`config.mk`:
```
export PLATFORM = sky130hd
export DESIGN_NAME = ulpfm_mux
export DESIGN_NICKNAME = d
export VERILOG_FILES = /design/src/core/ulpfm_pkg.sv /design/src/core/ulpfm_mux.sv /design/src/core/ulpfm_padsel.sv
export SDC_FILE = /design/constraint.sdc
export NUM_CORES = 1
export LEC_CHECK = 0
export BUFFER_PORTS_ARGS = -buffer_cell sky130_fd_sc_hd__buf_2
export CORE_ASPECT_RATIO = 0.6
export CORE_MARGIN = 3
export CORE_UTILIZATION = 40
export DETAILED_ROUTE_END_ITERATION = 7
export GPL_TIMING_DRIVEN = 1
export PLACE_DENSITY = 0.95
export SETUP_SLACK_MARGIN = 0.2
export SYNTH_ARGS = -nofsm -noshare
export SYNTH_HDL_FRONTEND = slang
export SYNTH_SLANG_ARGS = --single-unit
```
`constraint.sdc`:
```
create_clock -name REF_CLK -period 2.8 [get_ports REF_CLK]
set_input_delay 0.28 -clock REF_CLK [delete_from_list [all_inputs] [get_ports REF_CLK]]
set_output_delay 0.28 -clock REF_CLK [all_outputs]
set_load 0.005 [all_outputs]
```
`src/core/ulpfm_pkg.sv`:
```
package ulpfm_pkg;

  // Register map, byte addresses on the 32-bit register port
  localparam logic [31:0] ADDR_PORT_ONE_FUNC = 32'hFFFF0D04;
  localparam logic [31:0] ADDR_PORT_TWO_FUNC = 32'hFFFF0D08;

  localparam logic [31:0] RST_PORT_ONE_FUNC = 32'h00000000;
  localparam logic [31:0] RST_PORT_TWO_FUNC = 32'h00000000;

  // Implemented select bits; every other position reads zero
  localparam logic [31:0] MASK_PORT_ONE_FUNC = 32'h00000011;
  localparam logic [31:0] MASK_PORT_TWO_FUNC = 32'h00110011;

  // Field positions, port-one function select
  localparam int unsigned BIT_P1_FIFTH_RXD = 0;
  localparam int unsigned BIT_P1_SIXTH_TXD = 4;

  // Field positions, port-two function select
  localparam int unsigned BIT_P2_SEVENTH_LIN = 0;
  localparam int unsigned BIT_P2_EIGHTH_LIN  = 4;
  localparam int unsigned BIT_P2_LIN_RX_EN   = 16;
  localparam int unsigned BIT_P2_LIN_TX_UART = 20;

  // Pad slots in the pin vectors
  localparam int unsigned NUM_PINS      = 4;
  localparam int unsigned PIN_FIFTH     = 0;
  localparam int unsigned PIN_SIXTH     = 1;
  localparam int unsigned PIN_SEVENTH   = 2;
  localparam int unsigned PIN_EIGHTH    = 3;

  // Recessive level of a serial line that nobody drives
  localparam logic LINE_IDLE = 1'b1;

  localparam logic [31:0] DATA_ZERO = 32'h00000000;

  typedef struct packed {
    logic [31:0] addr;
    logic [31:0] wdata;
    logic        wr;
    logic        rd;
  } ulpfm_bus_req_t;

  // Output value and enable, one bit per pin slot
  typedef struct packed {
    logic [NUM_PINS-1:0] out;
    logic [NUM_PINS-1:0] oe;
  } ulpfm_pad_t;

endpackage

```
`src/core/ulpfm_mux.sv`:
```
// Our own choice: the strobed register port.
`timescale 1ns/100ps

// Notes on behaviour
// - Port-one bit 4: sixth pin carries UART transmit
// - Port-one bit 0: fifth pin feeds UART receive while port-two bit 16 is clear
// - Port-two bit 20 clear: LIN transmit from internal pad unless bit 0 is set
// - Port-two bit 20 set: UART transmit drives LIN unless bit 0 is set
// - Port-two bit 16 clear: LIN receive off, diagnostics
// - Port-two bit 16 set: LIN receive to sync, UART
// - Port-two bit 4: eighth pin outputs LIN receive
// - Port-two bit 0: seventh pin drives LIN transmit
module ulpfm_mux (
  input  wire logic                     REF_CLK,
  input  wire logic                     RSTN,
  input  wire logic                     CE,
  input  wire ulpfm_pkg::ulpfm_bus_req_t BUS_REQ,
  output logic [31:0]                   BUS_RDATA,
  input  wire logic [3:0]               PIN_IN,
  output ulpfm_pkg::ulpfm_pad_t         PIN_DRIVE,
  input  wire ulpfm_pkg::ulpfm_pad_t    GPIO_DRIVE,
  output logic [3:0]                    GPIO_IN,
  input  wire logic                     UART_TXD,
  output logic                          UART_RXD,
  input  wire logic                     TX_PAD_DATA,
  input  wire logic                     HV_DIAG_IN,
  output logic                          RX_PAD_DATA,
  input  wire logic                     LIN_RXD,
  output logic                          LIN_TXD,
  output logic                          LIN_SYNC_RXD,
  output logic [1:0]                    LIN_MODE
);

  import ulpfm_pkg::*;

  // Reset release, two flip-flops
  logic rst_meta_q;
  logic rst_n_q;

  always_ff @(posedge REF_CLK or negedge RSTN) begin
    if (!RSTN) begin
      rst_meta_q <= 1'b0;
      rst_n_q    <= 1'b0;
    end else begin
      rst_meta_q <= 1'b1;
      rst_n_q    <= rst_meta_q;
    end
  end

  // Register and output state
  logic [31:0]         p1_q;
  logic [31:0]         p1_d;
  logic [31:0]         p2_q;
  logic [31:0]         p2_d;
  logic [31:0]         rdata_q;
  logic [31:0]         rdata_d;
  ulpfm_pad_t          pads_q;
  ulpfm_pad_t          pads_d;
  logic [NUM_PINS-1:0] gpio_in_q;
  logic [NUM_PINS-1:0] gpio_in_d;
  logic                uart_rxd_q;
  logic                uart_rxd_d;
  logic                lin_txd_q;
  logic                lin_txd_d;
  logic                lin_sync_q;
  logic                lin_sync_d;
  logic                rx_pad_q;
  logic                rx_pad_d;
  logic [1:0]          lin_mode_q;
  logic [1:0]          lin_mode_d;

  // Per-pin alternate function selects and drives
  logic [NUM_PINS-1:0] alt_sel;
  logic [NUM_PINS-1:0] alt_out;
  logic [NUM_PINS-1:0] alt_oe;
  logic [NUM_PINS-1:0] mux_out;
  logic [NUM_PINS-1:0] mux_oe;

  logic lin_rx_en;
  logic lin_tx_uart;
  logic standalone_tx;

  assign lin_rx_en     = p2_q[BIT_P2_LIN_RX_EN];
  assign lin_tx_uart   = p2_q[BIT_P2_LIN_TX_UART];
  assign standalone_tx = p2_q[BIT_P2_SEVENTH_LIN];

  always_comb begin
    alt_sel = '0;
    alt_out = '0;
    alt_oe  = '0;
    // Fifth pin becomes an input for UART receive
    alt_sel[PIN_FIFTH]   = p1_q[BIT_P1_FIFTH_RXD];
    // Sixth pin drives UART transmit
    alt_sel[PIN_SIXTH]   = p1_q[BIT_P1_SIXTH_TXD];
    alt_out[PIN_SIXTH]   = UART_TXD;
    alt_oe[PIN_SIXTH]    = 1'b1;
    // Seventh pin becomes an input toward the LIN transmitter
    alt_sel[PIN_SEVENTH] = standalone_tx;
    // Eighth pin drives the LIN receive data out
    alt_sel[PIN_EIGHTH]  = p2_q[BIT_P2_EIGHTH_LIN];
    alt_out[PIN_EIGHTH]  = LIN_RXD;
    alt_oe[PIN_EIGHTH]   = 1'b1;
  end

  genvar gi;
  generate
    for (gi = 0; gi < NUM_PINS; gi++) begin : g_pad
      ulpfm_padsel u_padsel (
        .sel      (alt_sel[gi]),
        .alt_out  (alt_out[gi]),
        .alt_oe   (alt_oe[gi]),
        .gpio_out (GPIO_DRIVE.out[gi]),
        .gpio_oe  (GPIO_DRIVE.oe[gi]),
        .pad_out  (mux_out[gi]),
        .pad_oe   (mux_oe[gi])
      );
    end
  endgenerate

  always_comb begin
    p1_d    = p1_q;
    p2_d    = p2_q;
    rdata_d = DATA_ZERO;

    // Only select bits are stored, so reserved writes have no effect
    if (BUS_REQ.wr) begin
      case (BUS_REQ.addr)
        ADDR_PORT_ONE_FUNC: begin
          p1_d = BUS_REQ.wdata & MASK_PORT_ONE_FUNC;
        end
        ADDR_PORT_TWO_FUNC: begin
          p2_d = BUS_REQ.wdata & MASK_PORT_TWO_FUNC;
        end
        default: begin
          p1_d = p1_q;
        end
      endcase
    end

    if (BUS_REQ.rd) begin
      case (BUS_REQ.addr)
        ADDR_PORT_ONE_FUNC: begin
          rdata_d = p1_q & MASK_PORT_ONE_FUNC;
        end
        ADDR_PORT_TWO_FUNC: begin
          rdata_d = p2_q & MASK_PORT_TWO_FUNC;
        end
        default: begin
          rdata_d = DATA_ZERO;
        end
      endcase
    end

    pads_d.out = mux_out;
    pads_d.oe  = mux_oe;
    gpio_in_d  = PIN_IN;

    // LIN transmit source; the standalone pin path takes precedence
    if (standalone_tx) begin
      lin_txd_d = PIN_IN[PIN_SEVENTH];
    end else if (lin_tx_uart) begin
      lin_txd_d = UART_TXD;
    end else begin
      lin_txd_d = TX_PAD_DATA;
    end

    // LIN receive path; when disabled, sync idles and the pad data takes the diagnostic input
    if (lin_rx_en) begin
      lin_sync_d = LIN_RXD;
      rx_pad_d   = LIN_RXD;
    end else begin
      lin_sync_d = LINE_IDLE;
      rx_pad_d   = HV_DIAG_IN;
    end

    // UART receive: LIN data when enabled, else the fifth pin if selected, else idle
    if (lin_rx_en) begin
      uart_rxd_d = LIN_RXD;
    end else if (p1_q[BIT_P1_FIFTH_RXD]) begin
      uart_rxd_d = PIN_IN[PIN_FIFTH];
    end else begin
      uart_rxd_d = LINE_IDLE;
    end

    lin_mode_d = {lin_tx_uart, lin_rx_en};
  end

  always_ff @(posedge REF_CLK or negedge rst_n_q) begin
    if (!rst_n_q) begin
      p1_q       <= RST_PORT_ONE_FUNC;
      p2_q       <= RST_PORT_TWO_FUNC;
      rdata_q    <= DATA_ZERO;
      pads_q     <= '0;
      gpio_in_q  <= '0;
      uart_rxd_q <= LINE_IDLE;
      lin_txd_q  <= LINE_IDLE;
      lin_sync_q <= LINE_IDLE;
      rx_pad_q   <= 1'b0;
      lin_mode_q <= '0;
    end else if (CE) begin
      p1_q       <= p1_d;
      p2_q       <= p2_d;
      rdata_q    <= rdata_d;
      pads_q     <= pads_d;
      gpio_in_q  <= gpio_in_d;
      uart_rxd_q <= uart_rxd_d;
      lin_txd_q  <= lin_txd_d;
      lin_sync_q <= lin_sync_d;
      rx_pad_q   <= rx_pad_d;
      lin_mode_q <= lin_mode_d;
    end
  end

  assign BUS_RDATA    = rdata_q;
  assign PIN_DRIVE    = pads_q;
  assign GPIO_IN      = gpio_in_q;
  assign UART_RXD     = uart_rxd_q;
  assign LIN_TXD      = lin_txd_q;
  assign LIN_SYNC_RXD = lin_sync_q;
  assign RX_PAD_DATA  = rx_pad_q;
  assign LIN_MODE     = lin_mode_q;

endmodule

```
`src/core/ulpfm_padsel.sv`:
```
`timescale 1ns/100ps

// Chooses between the GPIO drive and the alternate function of one pad
module ulpfm_padsel (
  input  wire logic sel,
  input  wire logic alt_out,
  input  wire logic alt_oe,
  input  wire logic gpio_out,
  input  wire logic gpio_oe,
  output logic      pad_out,
  output logic      pad_oe
);

  always_comb begin
    if (sel) begin
      pad_out = alt_out;
      pad_oe  = alt_oe;
    end else begin
      pad_out = gpio_out;
      pad_oe  = gpio_oe;
    end
  end

endmodule

```
==> results_dict.tcl <==
set metrics [dict create \
    cp_slowest_stage_delay_ns 0.60 \
    total_power_mw 0.9407 \
    htreeDepth 2 \
    critPathCaptureType "flop" \
    cp_max_fo 4 \
    post_synth.cell_area_avg_um2 11.56 \
    dieWidth_um 85.43 \
    finalCritPeriodShare_pct 60.33 \
    antenna_cells 0 \
    ctsResizeCount 0 \
    routed_wl_mm 3.444 \
    fin_area_mm2 0.001942 \
    numCtsBuffers 5 \
    via_count 1174 \
    timing.final.ws_setup_ns 1.111 \
    yosys_register_bits 30 \
    start_kind "input pin" \
    max_freq_mhz 591.9 \
    status "finished clean" \
    hold_buffers 1 \
    area_growth_pct 28.26 \
    clock_path_buffers 2 \
    syn_area_mm2 0.001514 \
    cp.arrival_ns 1.86 \
    worst_pin_slew_ns 1.085 \
    period_needed_ns 1.689 \
    post_cts_buffers 0 \
    grt_max_degree 29 \
    first_pass_iters 4 \
    slew-limit-headroom_pct 27.69 \
    first_iter_violations 56 \
    hold_ws_ns 0.2075 \
    layout_common_cells "78 x buf_2, 29 x conb_1, 27 x dfrtp_1, 14 x mux2_2, 12 x nor2_1" \
    clock-sinks 30 \
    cap_violations 0 \
    leakagePower_nw 1.023 \
    first_global_vias 1024 \
    layout_commonest_cell "buf_2" \
    grt_pass1_wl_mm 5.057 \
    wl_per_cell_um 13.30 \
    cts_tree "done" \
    overflow 0 \
    holdCritStartpoint "GPIO_DRIVE[4]" \
    core.rowCount 16 \
    cts_root_buf "clkbuf_8" \
    place_congestion 0.7171 \
    initial_utilization_pct 43.97 \
    p_per_area_mw_per_mm2 484.4 \
    setup_violations 0 \
    dpl_cell_area_mm2 0.001841 \
    min-delay-path-class "input pin to flop" \
    yosysUniqueCellTypes 23 \
    cts.clk_slew.worst_paths_ns 0.06 \
    core_area_mm2 0.003443 \
    syn_inst 131 \
    tns_ns 0 \
    crit_chain "buf_2 -> nand4_1 -> or4_4 -> nor4_4 -> mux2_2" \
    dp_hpwl_mm 2.780 \
    grtUsageTotal_pct 15.18 \
    final-max-slew-violation-count 0 \
    yosys_warnings 0 \
    port_buffers 78 \
    skew_ns 0.003939 \
    final_net_count 298 \
    slowest_stage "or4_4" \
    viasPerCell 4.533 \
    antenna_found_initial 0 \
    yosysSeqAreaShare_pct 49.83 \
    worst-path-buf-inv 1 \
    irDropWorstVdd_mv 0.3349 \
    cp_top_family "simple AND/OR/NAND/NOR gates" \
    timing.rr.start "rst_n_q" \
    drive_gt1_share_pct 50.00 \
    critPathRequiredTime_ns 2.97 \
    hold_viol 0 \
    io_pins 135 \
    antenna_left 0 \
    clk_latency_ns 0.29 \
    dieArea_mm2 0.004583 \
    drc_errors 0 \
    worstSetupStartpoint "BUS_REQ[65]" \
    crit_type "input pin to flop" \
    dp_slack_ns 0.7847 \
    die_y_um 53.66 \
    rsz0062_at_grt "false" \
]
-- where the power goes --
group,total (mW),switching (mW),leakage [nW],internal (mW)
registers,0.471,0.0161,0.374,0.455
logic,0.110,0.0510,0.601,0.0586
clock network,0.360,0.162,0.0482,0.198
total,0.941,0.229,1.02,0.711
-- per-layer routing --
| layer | vias to the layer above | wire length, µm | track usage, % |
|---|---|---|---|
| met1 | 544 | 1531 | 19.83 |
| met2 | 54 | 1523 | 21.91 |
| met3 | 6 | 335 | 5.963 |
| li1 | 570 | - | - |
| met4 | 0 | 53 | 7.895 |
| met5 | - | 0 | 0 |
-- final cells by class --
type                    instances  area, µm²
well taps                      45      56.30
fillers                       323       1501
clock buffers                   7      86.33
clock inverters                 1      5.005
repair buffers                 79      400.4
multi-input cells              96      635.6
inverters                       1      3.754
flip-flops and latches         30      754.5
-- final timing paths --
kind	to	slack, ns	cells after the start
hold / removal	PIN_DRIVE[4]	0.21	2
setup reg to reg	BUS_RDATA[0]	1.69	0
max in group asynchronous	BUS_RDATA[0]	1.69	0
min in group asynchronous	rst_meta_q	0.29	2
setup / recovery	p2_q[20]	1.11	5
hold reg to reg	rst_n_q	0.35	0
-- Yosys cell counts --
master	n	area share, %
conb_1	2	0.50
dfstp_2	3	5.2
or2b_2	1	0.58
or4_4	1	0.74
nor4_4	2	2.8
and4b_1	1	0.66
nor2_1	12	3.0
nor2b_1	3	1.2
inv_1	1	0.25
nand2_1	3	0.74
a221o_1	2	1.3
nor4_1	3	1.2
clkbuf_1	3	0.74
mux2i_1	4	2.6
nand2b_1	1	0.41
dfrtp_1	27	45
a21oi_1	7	2.3
nor4_2	1	0.83
buf_4	28	14
a22o_1	6	3.5
nand4_1	5	2.1
o21ai_0	1	0.33
mux2_2	14	10
-- state kept, by name, indices dropped and copies added (netlist names) --
register,count
UART_RXD,1
rst_meta_q,1
p2_q,4
BUS_RDATA,4
PIN_DRIVE,8
LIN_TXD,1
GPIO_IN,4
p1_q,2
LIN_SYNC_RXD,1
rst_n_q,1
RX_PAD_DATA,1
LIN_MODE,2
-- stage by stage --
| stage | util, % | std cells |
|---|---|---|
| after floorplan | - | 158 |
| after detailed placement | 53.45 | 250 |
| after CTS | 56.40 | 259 |
| after global placement | 53.45 | 250 |
| after global routing | 56.40 | 259 |
| final | 56.40 | 259 |
-- logic make-up (layout without fill, tap and decap cells) --
kind of cell	count (synthesis)	after routing	synth area share, %
AO/OA/AOI/OAI	16	16	7.437
buffers and inverters	32	88	14.88
multiplexers	18	18	13.06
flip-flops	30	30	49.84
AND/OR/NAND/NOR	33	33	14.30
other	2	29	0.4961
(Power assumes the default switching activity.)
